<file path="src/include/ascp_pkg.sv">
// Constants, field layout and types of the converter configuration logic.
// Assumes a single 250 MHz reference clock; all pins arrive asynchronously.

package ascp_pkg;

  localparam int CFG_W = 9;
  localparam int START_BIT = 8;
  localparam int RANGE_BIP_BIT = 7;
  localparam int RANGE_WIDE_BIT = 6;
  localparam int PD_BIT = 5;
  localparam int MODE_LP_BIT = 4;
  localparam int MODE_FAST_BIT = 3;
  localparam int CODING_BIT = 2;
  localparam int WRITABLE_LO = 2;
  localparam logic [CFG_W-1:0] CFG_RESET = 9'h000;
  localparam logic [3:0] FRAME_LEN = 4'h9;
  localparam logic [3:0] CNT_ZERO = 4'h0;
  localparam logic [3:0] CNT_ONE = 4'h1;

  // Link clock figures, in kHz
  localparam int REF_CLK_KHZ = 250000;
  localparam int CFG_SCLK_MAX_KHZ = 40000;
  localparam int SAMPLES_PER_HALF = REF_CLK_KHZ / (2 * CFG_SCLK_MAX_KHZ);

  // Pin bundle positions before synchronisation
  localparam int PIN_SPSEL = 0;
  localparam int PIN_HWSEL = 1;
  localparam int PIN_BIP = 2;
  localparam int PIN_WIDE = 3;
  localparam int PIN_PD = 4;
  localparam int PIN_LP = 5;
  localparam int PIN_FAST = 6;
  localparam int PIN_COD = 7;
  localparam int PIN_SIN = 8;
  localparam int PIN_SCLK = 9;
  localparam int PIN_SELN = 10;
  localparam int PIN_INV = 11;
  localparam int NPINS = 12;
  localparam logic [NPINS-1:0] PINS_RESET = 12'h000;

  typedef enum logic [1:0] {
    ASCP_RANGE_UNI5,
    ASCP_RANGE_UNI10,
    ASCP_RANGE_BIP5,
    ASCP_RANGE_BIP10
  } ascp_range_t;

  typedef enum logic [1:0] {
    ASCP_MODE_NORMAL,
    ASCP_MODE_IMPULSE,
    ASCP_MODE_WARP
  } ascp_mode_t;

  typedef enum logic [1:0] {
    ASCP_SH_IDLE,
    ASCP_SH_LOAD,
    ASCP_SH_SKIP
  } ascp_sh_state_t;

endpackage

</file>
<file path="src/include/ascp_cfg_if.sv">
// Carrier between the configuration top and its frame shifter.
// Assumes both ends run on the same reference clock.
`timescale 1ns/1ps
`default_nettype none

interface ascp_cfg_if;
  import ascp_pkg::*;
  logic port_active;
  logic sel_n;
  logic edge_pulse;
  logic data_bit;
  logic frame_done;
  logic [CFG_W-1:0] frame;

  modport ctrl (
    output port_active,
    output sel_n,
    output edge_pulse,
    output data_bit,
    input frame_done,
    input frame
  );

  modport shifter (
    input port_active,
    input sel_n,
    input edge_pulse,
    input data_bit,
    output frame_done,
    output frame
  );
endinterface

`default_nettype wire

</file>
<file path="src/design/ascp_shift.sv">
// Nine-bit configuration frame shifter.
// Assumes edge_pulse is one cycle per active serial clock edge.
`timescale 1ns/1ps
`default_nettype none

module ascp_shift
  import ascp_pkg::*;
(
  input wire logic ref_clk,
  input wire logic rst,
  ascp_cfg_if.shifter cfg
);

  typedef struct packed {
    ascp_sh_state_t state;
    logic [CFG_W-1:0] shreg;
    logic [3:0] count;
    logic done;
  } ascp_sh_t;

  ascp_sh_t st_ff;
  ascp_sh_t nxt_st;

  always_comb begin
    nxt_st = st_ff;
    nxt_st.done = 1'b0;
    if (!cfg.port_active || cfg.sel_n) begin
      // Deselect aborts any partial frame
      nxt_st.state = ASCP_SH_IDLE;
      nxt_st.count = CNT_ZERO;
    end else if (cfg.edge_pulse) begin
      case (st_ff.state)
        ASCP_SH_IDLE: begin
          if (cfg.data_bit) begin
            nxt_st.state = ASCP_SH_LOAD;
            nxt_st.shreg = {{(CFG_W-1){1'b0}}, 1'b1};
            nxt_st.count = CNT_ONE;
          end else begin
            nxt_st.state = ASCP_SH_SKIP;
          end
        end
        ASCP_SH_LOAD: begin
          nxt_st.shreg = {st_ff.shreg[CFG_W-2:0], cfg.data_bit};
          nxt_st.count = st_ff.count + CNT_ONE;
          if (st_ff.count + CNT_ONE == FRAME_LEN) begin
            nxt_st.done = 1'b1;
            nxt_st.state = ASCP_SH_SKIP;
          end
        end
        ASCP_SH_SKIP: begin
          nxt_st.state = ASCP_SH_SKIP;
        end
        default: begin
          nxt_st.state = ASCP_SH_IDLE;
        end
      endcase
    end
  end

  always_ff @(posedge ref_clk) begin
    if (rst) begin
      st_ff <= '{state: ASCP_SH_IDLE, shreg: CFG_RESET, count: CNT_ZERO, done: 1'b0};
    end else begin
      st_ff <= nxt_st;
    end
  end

  assign cfg.frame_done = st_ff.done;
  assign cfg.frame = st_ff.shreg;

endmodule

`default_nettype wire

</file>
<file path="src/design/ascp_top.sv">
// Configuration logic: pin and serial-port selection of range, mode,
// coding and power-down. Assumes all pins are asynchronous to ref_clk and
// that the serial port clock stays at or below 40 MHz.
// Mode pins pick the source: dedicated pins in hardware mode, the
// register written through the port in software mode.
`timescale 1ns/1ps
`default_nettype none

module ascp_top
  import ascp_pkg::*;
(
  input wire logic ref_clk,
  input wire logic rst,
  input wire logic serial_parallel_select,
  input wire logic config_select_a,
  input wire logic pin_range_bipolar,
  input wire logic wide_range_select,
  input wire logic power_down_request,
  input wire logic pin_mode_lowpower,
  input wire logic pin_mode_fast,
  input wire logic output_coding_select,
  input wire logic cfg_serial_in,
  input wire logic cfg_serial_clock,
  input wire logic cfg_port_select_n,
  input wire logic invert_serial_clock,
  output logic config_port_active,
  output logic hw_config_used,
  output logic [CFG_W-1:0] converter_configuration,
  output ascp_range_t active_range,
  output ascp_mode_t active_mode,
  output logic straight_binary,
  output logic converter_power_down,
  output logic config_updated
);

  ////////////////////////////////////////////////////////////////////////
  // State

  typedef struct packed {
    logic [NPINS-1:0] sync1;
    logic [NPINS-1:0] sync2;
    logic sclk_prev;
    logic [CFG_W-1:0] cfg_reg;
    logic port_active;
    logic hw_used;
    ascp_range_t range;
    ascp_mode_t mode;
    logic coding;
    logic pd;
    logic updated;
  } ascp_top_t;

  ascp_top_t st_ff;
  ascp_top_t nxt_st;

  ascp_cfg_if cfg_bus ();

  // Synchronised edge, source and decode signals
  logic [NPINS-1:0] pins_raw;
  logic port_mode_now;
  logic hw_mode_now;
  logic sclk_rise;
  logic sclk_fall;
  logic active_edge;
  logic sel_bip;
  logic sel_wide;
  logic sel_pd;
  logic sel_lp;
  logic sel_fast;
  logic sel_cod;

  // One bundle, so every pin sees the same synchroniser delay
  assign pins_raw[PIN_SPSEL] = serial_parallel_select;
  assign pins_raw[PIN_HWSEL] = config_select_a;
  assign pins_raw[PIN_BIP] = pin_range_bipolar;
  assign pins_raw[PIN_WIDE] = wide_range_select;
  assign pins_raw[PIN_PD] = power_down_request;
  assign pins_raw[PIN_LP] = pin_mode_lowpower;
  assign pins_raw[PIN_FAST] = pin_mode_fast;
  assign pins_raw[PIN_COD] = output_coding_select;
  assign pins_raw[PIN_SIN] = cfg_serial_in;
  assign pins_raw[PIN_SCLK] = cfg_serial_clock;
  assign pins_raw[PIN_SELN] = cfg_port_select_n;
  assign pins_raw[PIN_INV] = invert_serial_clock;

  ////////////////////////////////////////////////////////////////////////
  // Configuration source from the synchronised mode pins

  // Decode and port share these levels, so a mode change never lets the
  // dedicated pins reach the outputs for a cycle in software mode
  assign port_mode_now = st_ff.sync2[PIN_SPSEL] && !st_ff.sync2[PIN_HWSEL];
  assign hw_mode_now = !port_mode_now;

  ////////////////////////////////////////////////////////////////////////
  // Serial clock edge detection on synchronised levels

  // Previous synchronised level gives one-cycle edge pulses
  assign sclk_rise = st_ff.sync2[PIN_SCLK] && !st_ff.sclk_prev;
  assign sclk_fall = !st_ff.sync2[PIN_SCLK] && st_ff.sclk_prev;
  // Polarity chosen by the inversion input; only the selected edge is passed on
  assign active_edge = st_ff.sync2[PIN_INV] ? sclk_fall : sclk_rise;

  ////////////////////////////////////////////////////////////////////////
  // Frame shifter

  // Frames are taken whenever the port is active: no gating by conversion or power-down
  assign cfg_bus.port_active = st_ff.port_active;
  // Select and data pass the same synchroniser as the clock edge
  assign cfg_bus.sel_n = st_ff.sync2[PIN_SELN];
  assign cfg_bus.edge_pulse = active_edge;
  assign cfg_bus.data_bit = st_ff.sync2[PIN_SIN];

  ascp_shift u_shift (
    .ref_clk(ref_clk),
    .rst(rst),
    .cfg(cfg_bus.shifter)
  );

  ////////////////////////////////////////////////////////////////////////
  // Source select and decode

  always_comb begin
    if (hw_mode_now) begin
      // Dedicated pins, synchronised
      sel_bip = st_ff.sync2[PIN_BIP];
      sel_wide = st_ff.sync2[PIN_WIDE];
      sel_pd = st_ff.sync2[PIN_PD];
      sel_lp = st_ff.sync2[PIN_LP];
      sel_fast = st_ff.sync2[PIN_FAST];
      sel_cod = st_ff.sync2[PIN_COD];
    end else begin
      // Register bits written by the last frame
      sel_bip = st_ff.cfg_reg[RANGE_BIP_BIT];
      sel_wide = st_ff.cfg_reg[RANGE_WIDE_BIT];
      sel_pd = st_ff.cfg_reg[PD_BIT];
      sel_lp = st_ff.cfg_reg[MODE_LP_BIT];
      sel_fast = st_ff.cfg_reg[MODE_FAST_BIT];
      sel_cod = st_ff.cfg_reg[CODING_BIT];
    end
  end

  always_comb begin
    nxt_st = st_ff;

    // Two-stage synchronisers and serial clock history
    nxt_st.sync1 = pins_raw;
    nxt_st.sync2 = st_ff.sync1;
    nxt_st.sclk_prev = st_ff.sync2[PIN_SCLK];

    // Port lives on the shared data pins: serial and software only
    nxt_st.port_active = port_mode_now;
    nxt_st.hw_used = hw_mode_now;

    // Ninth active edge moves the writable bits into the active set
    nxt_st.updated = cfg_bus.frame_done;
    if (cfg_bus.frame_done) begin
      // Start bit lands high; reserved low bits keep their value
      nxt_st.cfg_reg[CFG_W-1:WRITABLE_LO] = cfg_bus.frame[CFG_W-1:WRITABLE_LO];
    end

    // Input range
    case ({sel_bip, sel_wide})
      2'h0: nxt_st.range = ASCP_RANGE_UNI5;
      2'h1: nxt_st.range = ASCP_RANGE_UNI10;
      2'h2: nxt_st.range = ASCP_RANGE_BIP5;
      2'h3: nxt_st.range = ASCP_RANGE_BIP10;
      default: nxt_st.range = ASCP_RANGE_UNI5;
    endcase

    // Conversion mode; both select bits high is normal as well
    case ({sel_lp, sel_fast})
      2'h0: nxt_st.mode = ASCP_MODE_NORMAL;
      2'h1: nxt_st.mode = ASCP_MODE_WARP;
      2'h2: nxt_st.mode = ASCP_MODE_IMPULSE;
      2'h3: nxt_st.mode = ASCP_MODE_NORMAL;
      default: nxt_st.mode = ASCP_MODE_NORMAL;
    endcase

    // Output coding and power-down
    nxt_st.coding = sel_cod;
    // Shifter is not gated by power-down
    nxt_st.pd = sel_pd;
  end

  ////////////////////////////////////////////////////////////////////////
  // Registers

  // Reset returns to the hardware-mode view with an all-zero register
  always_ff @(posedge ref_clk) begin
    if (rst) begin
      st_ff <= '{
        sync1: PINS_RESET,
        sync2: PINS_RESET,
        sclk_prev: 1'b0,
        cfg_reg: CFG_RESET,
        port_active: 1'b0,
        hw_used: 1'b1,
        range: ASCP_RANGE_UNI5,
        mode: ASCP_MODE_NORMAL,
        coding: 1'b0,
        pd: 1'b0,
        updated: 1'b0
      };
    end else begin
      st_ff <= nxt_st;
    end
  end

  ////////////////////////////////////////////////////////////////////////
  // Outputs, all straight from flip-flops

  assign config_port_active = st_ff.port_active;
  assign hw_config_used = st_ff.hw_used;
  assign converter_configuration = st_ff.cfg_reg;
  assign active_range = st_ff.range;
  assign active_mode = st_ff.mode;
  assign straight_binary = st_ff.coding;
  assign converter_power_down = st_ff.pd;
  assign config_updated = st_ff.updated;

endmodule

`default_nettype wire

</file>
<file path="config.mk">
export PLATFORM = sky130hd
export DESIGN_NAME = ascp_top
export DESIGN_NICKNAME = d
export VERILOG_FILES = /design/src/include/ascp_pkg.sv /design/src/include/ascp_cfg_if.sv /design/src/design/ascp_shift.sv /design/src/design/ascp_top.sv
export SDC_FILE = /design/constraint.sdc
export NUM_CORES = 1
export LEC_CHECK = 0
export BUFFER_PORTS_ARGS = -buffer_cell sky130_fd_sc_hd__buf_2
export CORE_MARGIN = 5
export CORE_UTILIZATION = 25
export DETAILED_ROUTE_END_ITERATION = 12
export SLEW_MARGIN = 10
export SYNTH_ARGS = -nofsm -noshare
export SYNTH_HDL_FRONTEND = slang
export SYNTH_SLANG_ARGS = --single-unit
</file>
<file path="constraint.sdc">
create_clock -name ref_clk -period 1.9 [get_ports ref_clk]
set_input_delay 0.285 -clock ref_clk [delete_from_list [all_inputs] [get_ports ref_clk]]
set_output_delay 0.285 -clock ref_clk [all_outputs]
set_load 0.02 [all_outputs]
</file>
# After elaboration in Yosys (flattened, before gate mapping)
# Cells that the tools add are included.
[classes] add_sub_neg=1 multipliers=0 n_div=0 n_lt_le_gt_ge=0 n_eq_ne=11 n_shift=0 mux=15 n_bitwise=3 n_reduce_logical=19
[op_table] op="13-bit one-hot mux with 2 select lines" n=1
[op_table] op="13-bit 2-to-1 mux" n=1
[op_table] op="2-bit one-hot mux with 3 select lines" n=2
[op_table] op="2-bit equality test (second input constant)" n=5
[op_table] op="1-bit 2-to-1 mux" n=8
[op_table] op="2-bit one-hot mux with 4 select lines" n=1
[op_table] op="2-bit by 1-bit equality test with 1-bit output (second input constant)" n=3
[op_table] op="2-bit zero test" n=3
[op_table] op="1-bit zero test" n=5
[op_table] op="4-bit by 1-bit adder with 4-bit output (second input constant)" n=1
[op_table] op="4-bit equality test (second input constant)" n=1
[op_table] op="2-bit 2-to-1 mux" n=2
[op_table] op="4-bit AND reduction" n=1
[op_table] op="2-bit OR reduction" n=2
[op_table] op="4-bit OR reduction" n=1
[op_table] op="1-bit logical AND" n=3
[op_table] op="1-bit inverter" n=3
[op_table] op="3-bit AND reduction" n=1
[op_table] op="2-bit by 1-bit inequality test with 1-bit output (second input constant)" n=1
[op_table] op="2-bit inequality test (second input constant)" n=1
[op_table] op="2-bit AND reduction" n=1
[op_table] op="2-bit nonzero test" n=1
[op_table] op="1-bit logical OR" n=1
[word_totals] register_bits=57 latch_bits=0 ram_bits=0 romBits=0 in_bits=14 output_inout_bits=18 wordCells=64 mem_count=0

# Depth between registers and ports, before layout
[logic_depth] word_depth=6 ltp_mapped=7 mapped_depth_nobuf=6

# Cells and area by module
# A second synthesis with hierarchy kept.
[unflattened] hier_cells=228 area_unflattened_um2=2205.9
[modules_own_cells] mod="ascp_top" instances=1 cells_per_inst=126 area_each_um2=1343.8 seq_area_each_um2=820.8
[modules_own_cells] mod="ascp_shift" instances=1 cells_per_inst=102 area_each_um2=862.1 seq_area_each_um2=320.3

# Worst setup path before layout
# Ideal clock, no wire load.
[synth_timing] path_type="reg2reg" from="register u_shift.st_ff[15] (netlist bit)" to="register u_shift.st_ff[1] (netlist bit)" setup_time_ps=79 arrival_time_ps=1444 required_time_ps=1821 path_slack_ps=377 path_stages_with_launch=8 path_buffers=1 period_less_slack_ps=1523 cell_sequence="dfxtp_1 -> inv_1 -> ha_1 -> buf_6 -> mux2_4 -> o21a_4 -> and3_4 -> a211oi_2"
[synth_via] elab_chain_cells=3 elab_cells_between_ends=6 classes_between="eq/ne: 2; mux: 1; reduce/logical: 3"
[synth_rtl] item="start: declaration" line="ascp_shift.sv:21" rtl="ascp_sh_t st_ff;"
[synth_rtl] item="start signal: assignment" line="ascp_shift.sv:62" rtl="st_ff <= '{state: ASCP_SH_IDLE, shreg: CFG_RESET, count: CNT_ZERO, done: 1'b0};"
[synth_rtl] item="start signal: assignment" line="ascp_shift.sv:64" rtl="st_ff <= nxt_st;"
[synth_rtl] item="2-bit by 1-bit equality test with 1-bit output / 2-bit zero test (equally long branches)" line="ascp_shift.sv:32" rtl="case (st_ff.state)"
[synth_rtl] item="2-bit nonzero test (no source line) / 2-bit inequality test (equally long branches)"
[synth_rtl] item="3-bit AND reduction (no source line)"
# Parallel ways exist; a longest one is shown, timed or not.
# A chain may end at the register's enable or synchronous reset.

# Final worst setup path
# Ends and elaborated chain as after synthesis.

==> results.toml <==
[clock_tree]
htree_num_levels = 3
numCtsBuffers = 9
cts-root-buf = "sky130_fd_sc_hd__clkbuf_8"
cts.sink_count = 57
cts_hold_buffers = 0
tritoncts = "built"
post_cts.repair.setup_buffers = 0
ctsLongestPathBuffers = 2
clkSlewWorstSetupHoldPaths_ps = 60
clk-insertion-delay-late_ps = 330
post_cts_resized = 0

[synth]
synth-seq-area-share_pct = 52.17
postSynthRegisterBits = 57
ys_async_sr_fraction_pct = 0
synth_area_per_cell_sq_um = 10.32
synth_top_family_by_area = "simple AND/OR/NAND/NOR gates"
synth_enable_flop_cells = 0
synthSimpleGateAreaFrac_pct = 21.28
synth_area_sq_um = 2187
yosysWarnings = 0
synth_fa_ha_area_share_pct = 2.860
synth-main-ff-cell = "sky130_fd_sc_hd__dfxtp_1"
synth.area.mux_share_pct = 4.805
xor_xnor_share_of_the_synthesized_area_pct = 0.8009
synth-compound-area-share_pct = 10.35
ys_types = 36
syn-instance-count = 212

[sta]
grt_setup_unrepaired = "false"
period_needed_ps = 1639
number_of_hold_violations_in_the_final_report = 0
report.final.slew_viol_count = 0
max_clock_freq_mhz = 610.0
fin_setup_tns_ps = 0
tightestPinTransition_ps = 554.2
max-slew-margin-rel_pct = 62.98
finalSetupViolations = 0
setup_ws_ps = 260.8
final.setup_skew_ps = 6.687
part_of_the_cycle_the_worst_path_needs_pct = 86.27
timing.hold.ws_ps = 164.6

[final_layout]
fin_util_pct = 29.09
area.growth.synth_to_final_pct = 14.87
stdcell_count = 345
nNetsFinal = 252
drive_above_1_share_pct = 22.36
n_antenna_cell = 0
fill_cells = 920
finalInstanceArea_sq_um = 2512

[drt]
routed_wire_length_per_instance_um = 10.31
route.antenna.remaining_nets = 0
route.detailed.vias_per_inst = 4.119
routed_wl_mm = 3.558
detailroute.via_count = 1421
dr_iter_0_viols = 85
detail_route.first_pass.iterations = 4
drt_drc_violations_left = 0

[placed_design]
detailed_place.area_sq_um = 2336
pre_cts_ws_ps = 284.5
place_hpwl_mm = 2.474
placed_cells = 330
final_wtd_congestion = 0.7432
buffer_ports.inserted = 29

[global_routing]
grt_max_degree = 39
number_of_global_route_vias_before_repair = 1401
grt_antenna_before_repair = 0
global_routing_usage_summed_across_all_routing_layers_pct = 7.112
grt_first_pass_wirelength_mm = 6.203
grt_remaining_overflow = 0

[floorplan]
num_rows = 34
top_level_ports = 32
start_util_pct = 25.33
die_y_um = 103.5
die_width_um = 103.5
placeableCoreArea_sq_um = 8636
design.die.area_sq_um = 10720

[setup_path]
cp_max_fo = 10
worst_setup_path_startpoint = "u_shift.st_ff[15]"
cp_data_required_time_ps = 2140
cp_data_arrival_time_ps = 1880
path_class = "flop to flop"
setup.worst_path.end_class = "flop"
worstReg2RegStart = "u_shift.st_ff[15]"
crit_path_start_kind = "flop"

[worst_hold_path]
hold_path.class = "input port to flop"
holdCritStartpoint = "config_select_a"

[status]
run_status = "finished clean"

[pwr]
p_leak_nw = 0.9662
vdd_ir_drop_max_uv = 494.7
p_per_area_nw_per_um2 = 930.1
power.total_mw = 2.337

[run]
max_cap_violations = 0
-- layer usage --
metal / GRT usage [%] / share of wire, % / vias up
met4: 4.780 / 2.3 / 0
met2: 9.745 / 40 / 31
met1: 9.168 / 52 / 647
li1: - / - / 734
met3: 2.674 / 5.2 / 9
met5: 0 / 0 / -
-- area by class of cell --
class                   instances  area [sq um]  share of cell area [%]
inverters                       6         22.52                  0.8964
multi-input cells             129         884.6                   35.21
flip-flops and latches         57          1141                   45.42
clock buffers                  11         131.4                   5.229
clock inverters                 4         45.04                   1.793
repair buffers                 30         152.6                   6.076
well taps                     108         135.1                   5.379
-- flip-flops by register name, indices dropped and copies added (netlist names) --
signal,count
u_shift.st_ff,6
active_mode,2
config_updated,1
active_range,2
converter_power_down,1
converter_configuration,7
st_ff,10
straight_binary,1
u_shift.cfg.frame,9
config_port_active,1
cfg_bus.sel_n,1
nxt_st,13
cfg_bus.data_bit,1
hw_config_used,1
u_shift.cfg.frame_done,1
-- path summary, 6_finish.rpt --
| check | endpoint | slack, ps | cells past startpoint |
|---|---|---|---|
| worst max register to register | u_shift.st_ff[1] | 260 | 6 |
| worst max-delay path | u_shift.st_ff[1] | 260 | 6 |
| worst min-delay path | nxt_st[20] | 160 | 2 |
| worst min register to register | st_ff[19] | 440 | 1 |
-- cells by family (layout without fill, tap and decap cells) --
logic type,count (synthesis),in the layout
and+or+nand+nor,81,81
DFF,57,57
AOI/OAI and AO/OA,29,29
buffers and inverters,27,51
muxes,10,10
adders and majority gates,5,5
xor gates and xnor gates,2,2
other,1,2
-- cells in the final DEF (no fill, tap or decap), drive strengths merged, types with 2 or more instances in the layout --
master	count
dfxtp	57
buf	30
nor2b	29
nor2	16
nand2	14
a21oi	11
clkbuf	11
mux2i	9
a22oi	8
inv	6
ha	5
nand2b	4
nand3b	4
nand3	4
clkinv	3
xnor2	2
and3b	2
nand4b	2
conb	2
o21ai	2
-- worst max-delay path, cell delays in order (launching register included) --
cell,delay (ps)
sky130_fd_sc_hd__dfxtp_1,350
sky130_fd_sc_hd__inv_1,70
sky130_fd_sc_hd__ha_1,300
sky130_fd_sc_hd__mux2_4,350
sky130_fd_sc_hd__o21a_4,140
sky130_fd_sc_hd__and3_4,170
sky130_fd_sc_hd__a211oi_2,170
-- where the power goes --
group          switching, mW  internal, mW
combinational         0.0471        0.0367
sequential           0.00805          1.22
clock                  0.429         0.591
total                  0.484          1.85
-- cell usage after synthesis (all sizes together) (2+ instances only) --
cell type / instances / area [sq um]
clkbuf: 6 / 22.52
a22oi: 8 / 60.06
and3b: 2 / 17.52
nor2b: 29 / 181.4
xnor2: 2 / 17.52
nor2: 16 / 60.06
o21ai: 2 / 13.76
a21oi: 11 / 55.05
ha: 5 / 62.56
nand2: 14 / 52.55
nand4b: 2 / 17.52
mux2i: 9 / 90.09
dfxtp: 57 / 1141
nand3: 4 / 20.02
inv: 6 / 22.52
nand2b: 4 / 25.02
nand3b: 4 / 30.03
buf: 15 / 120.1
Power figures use the tool's default switching activity.
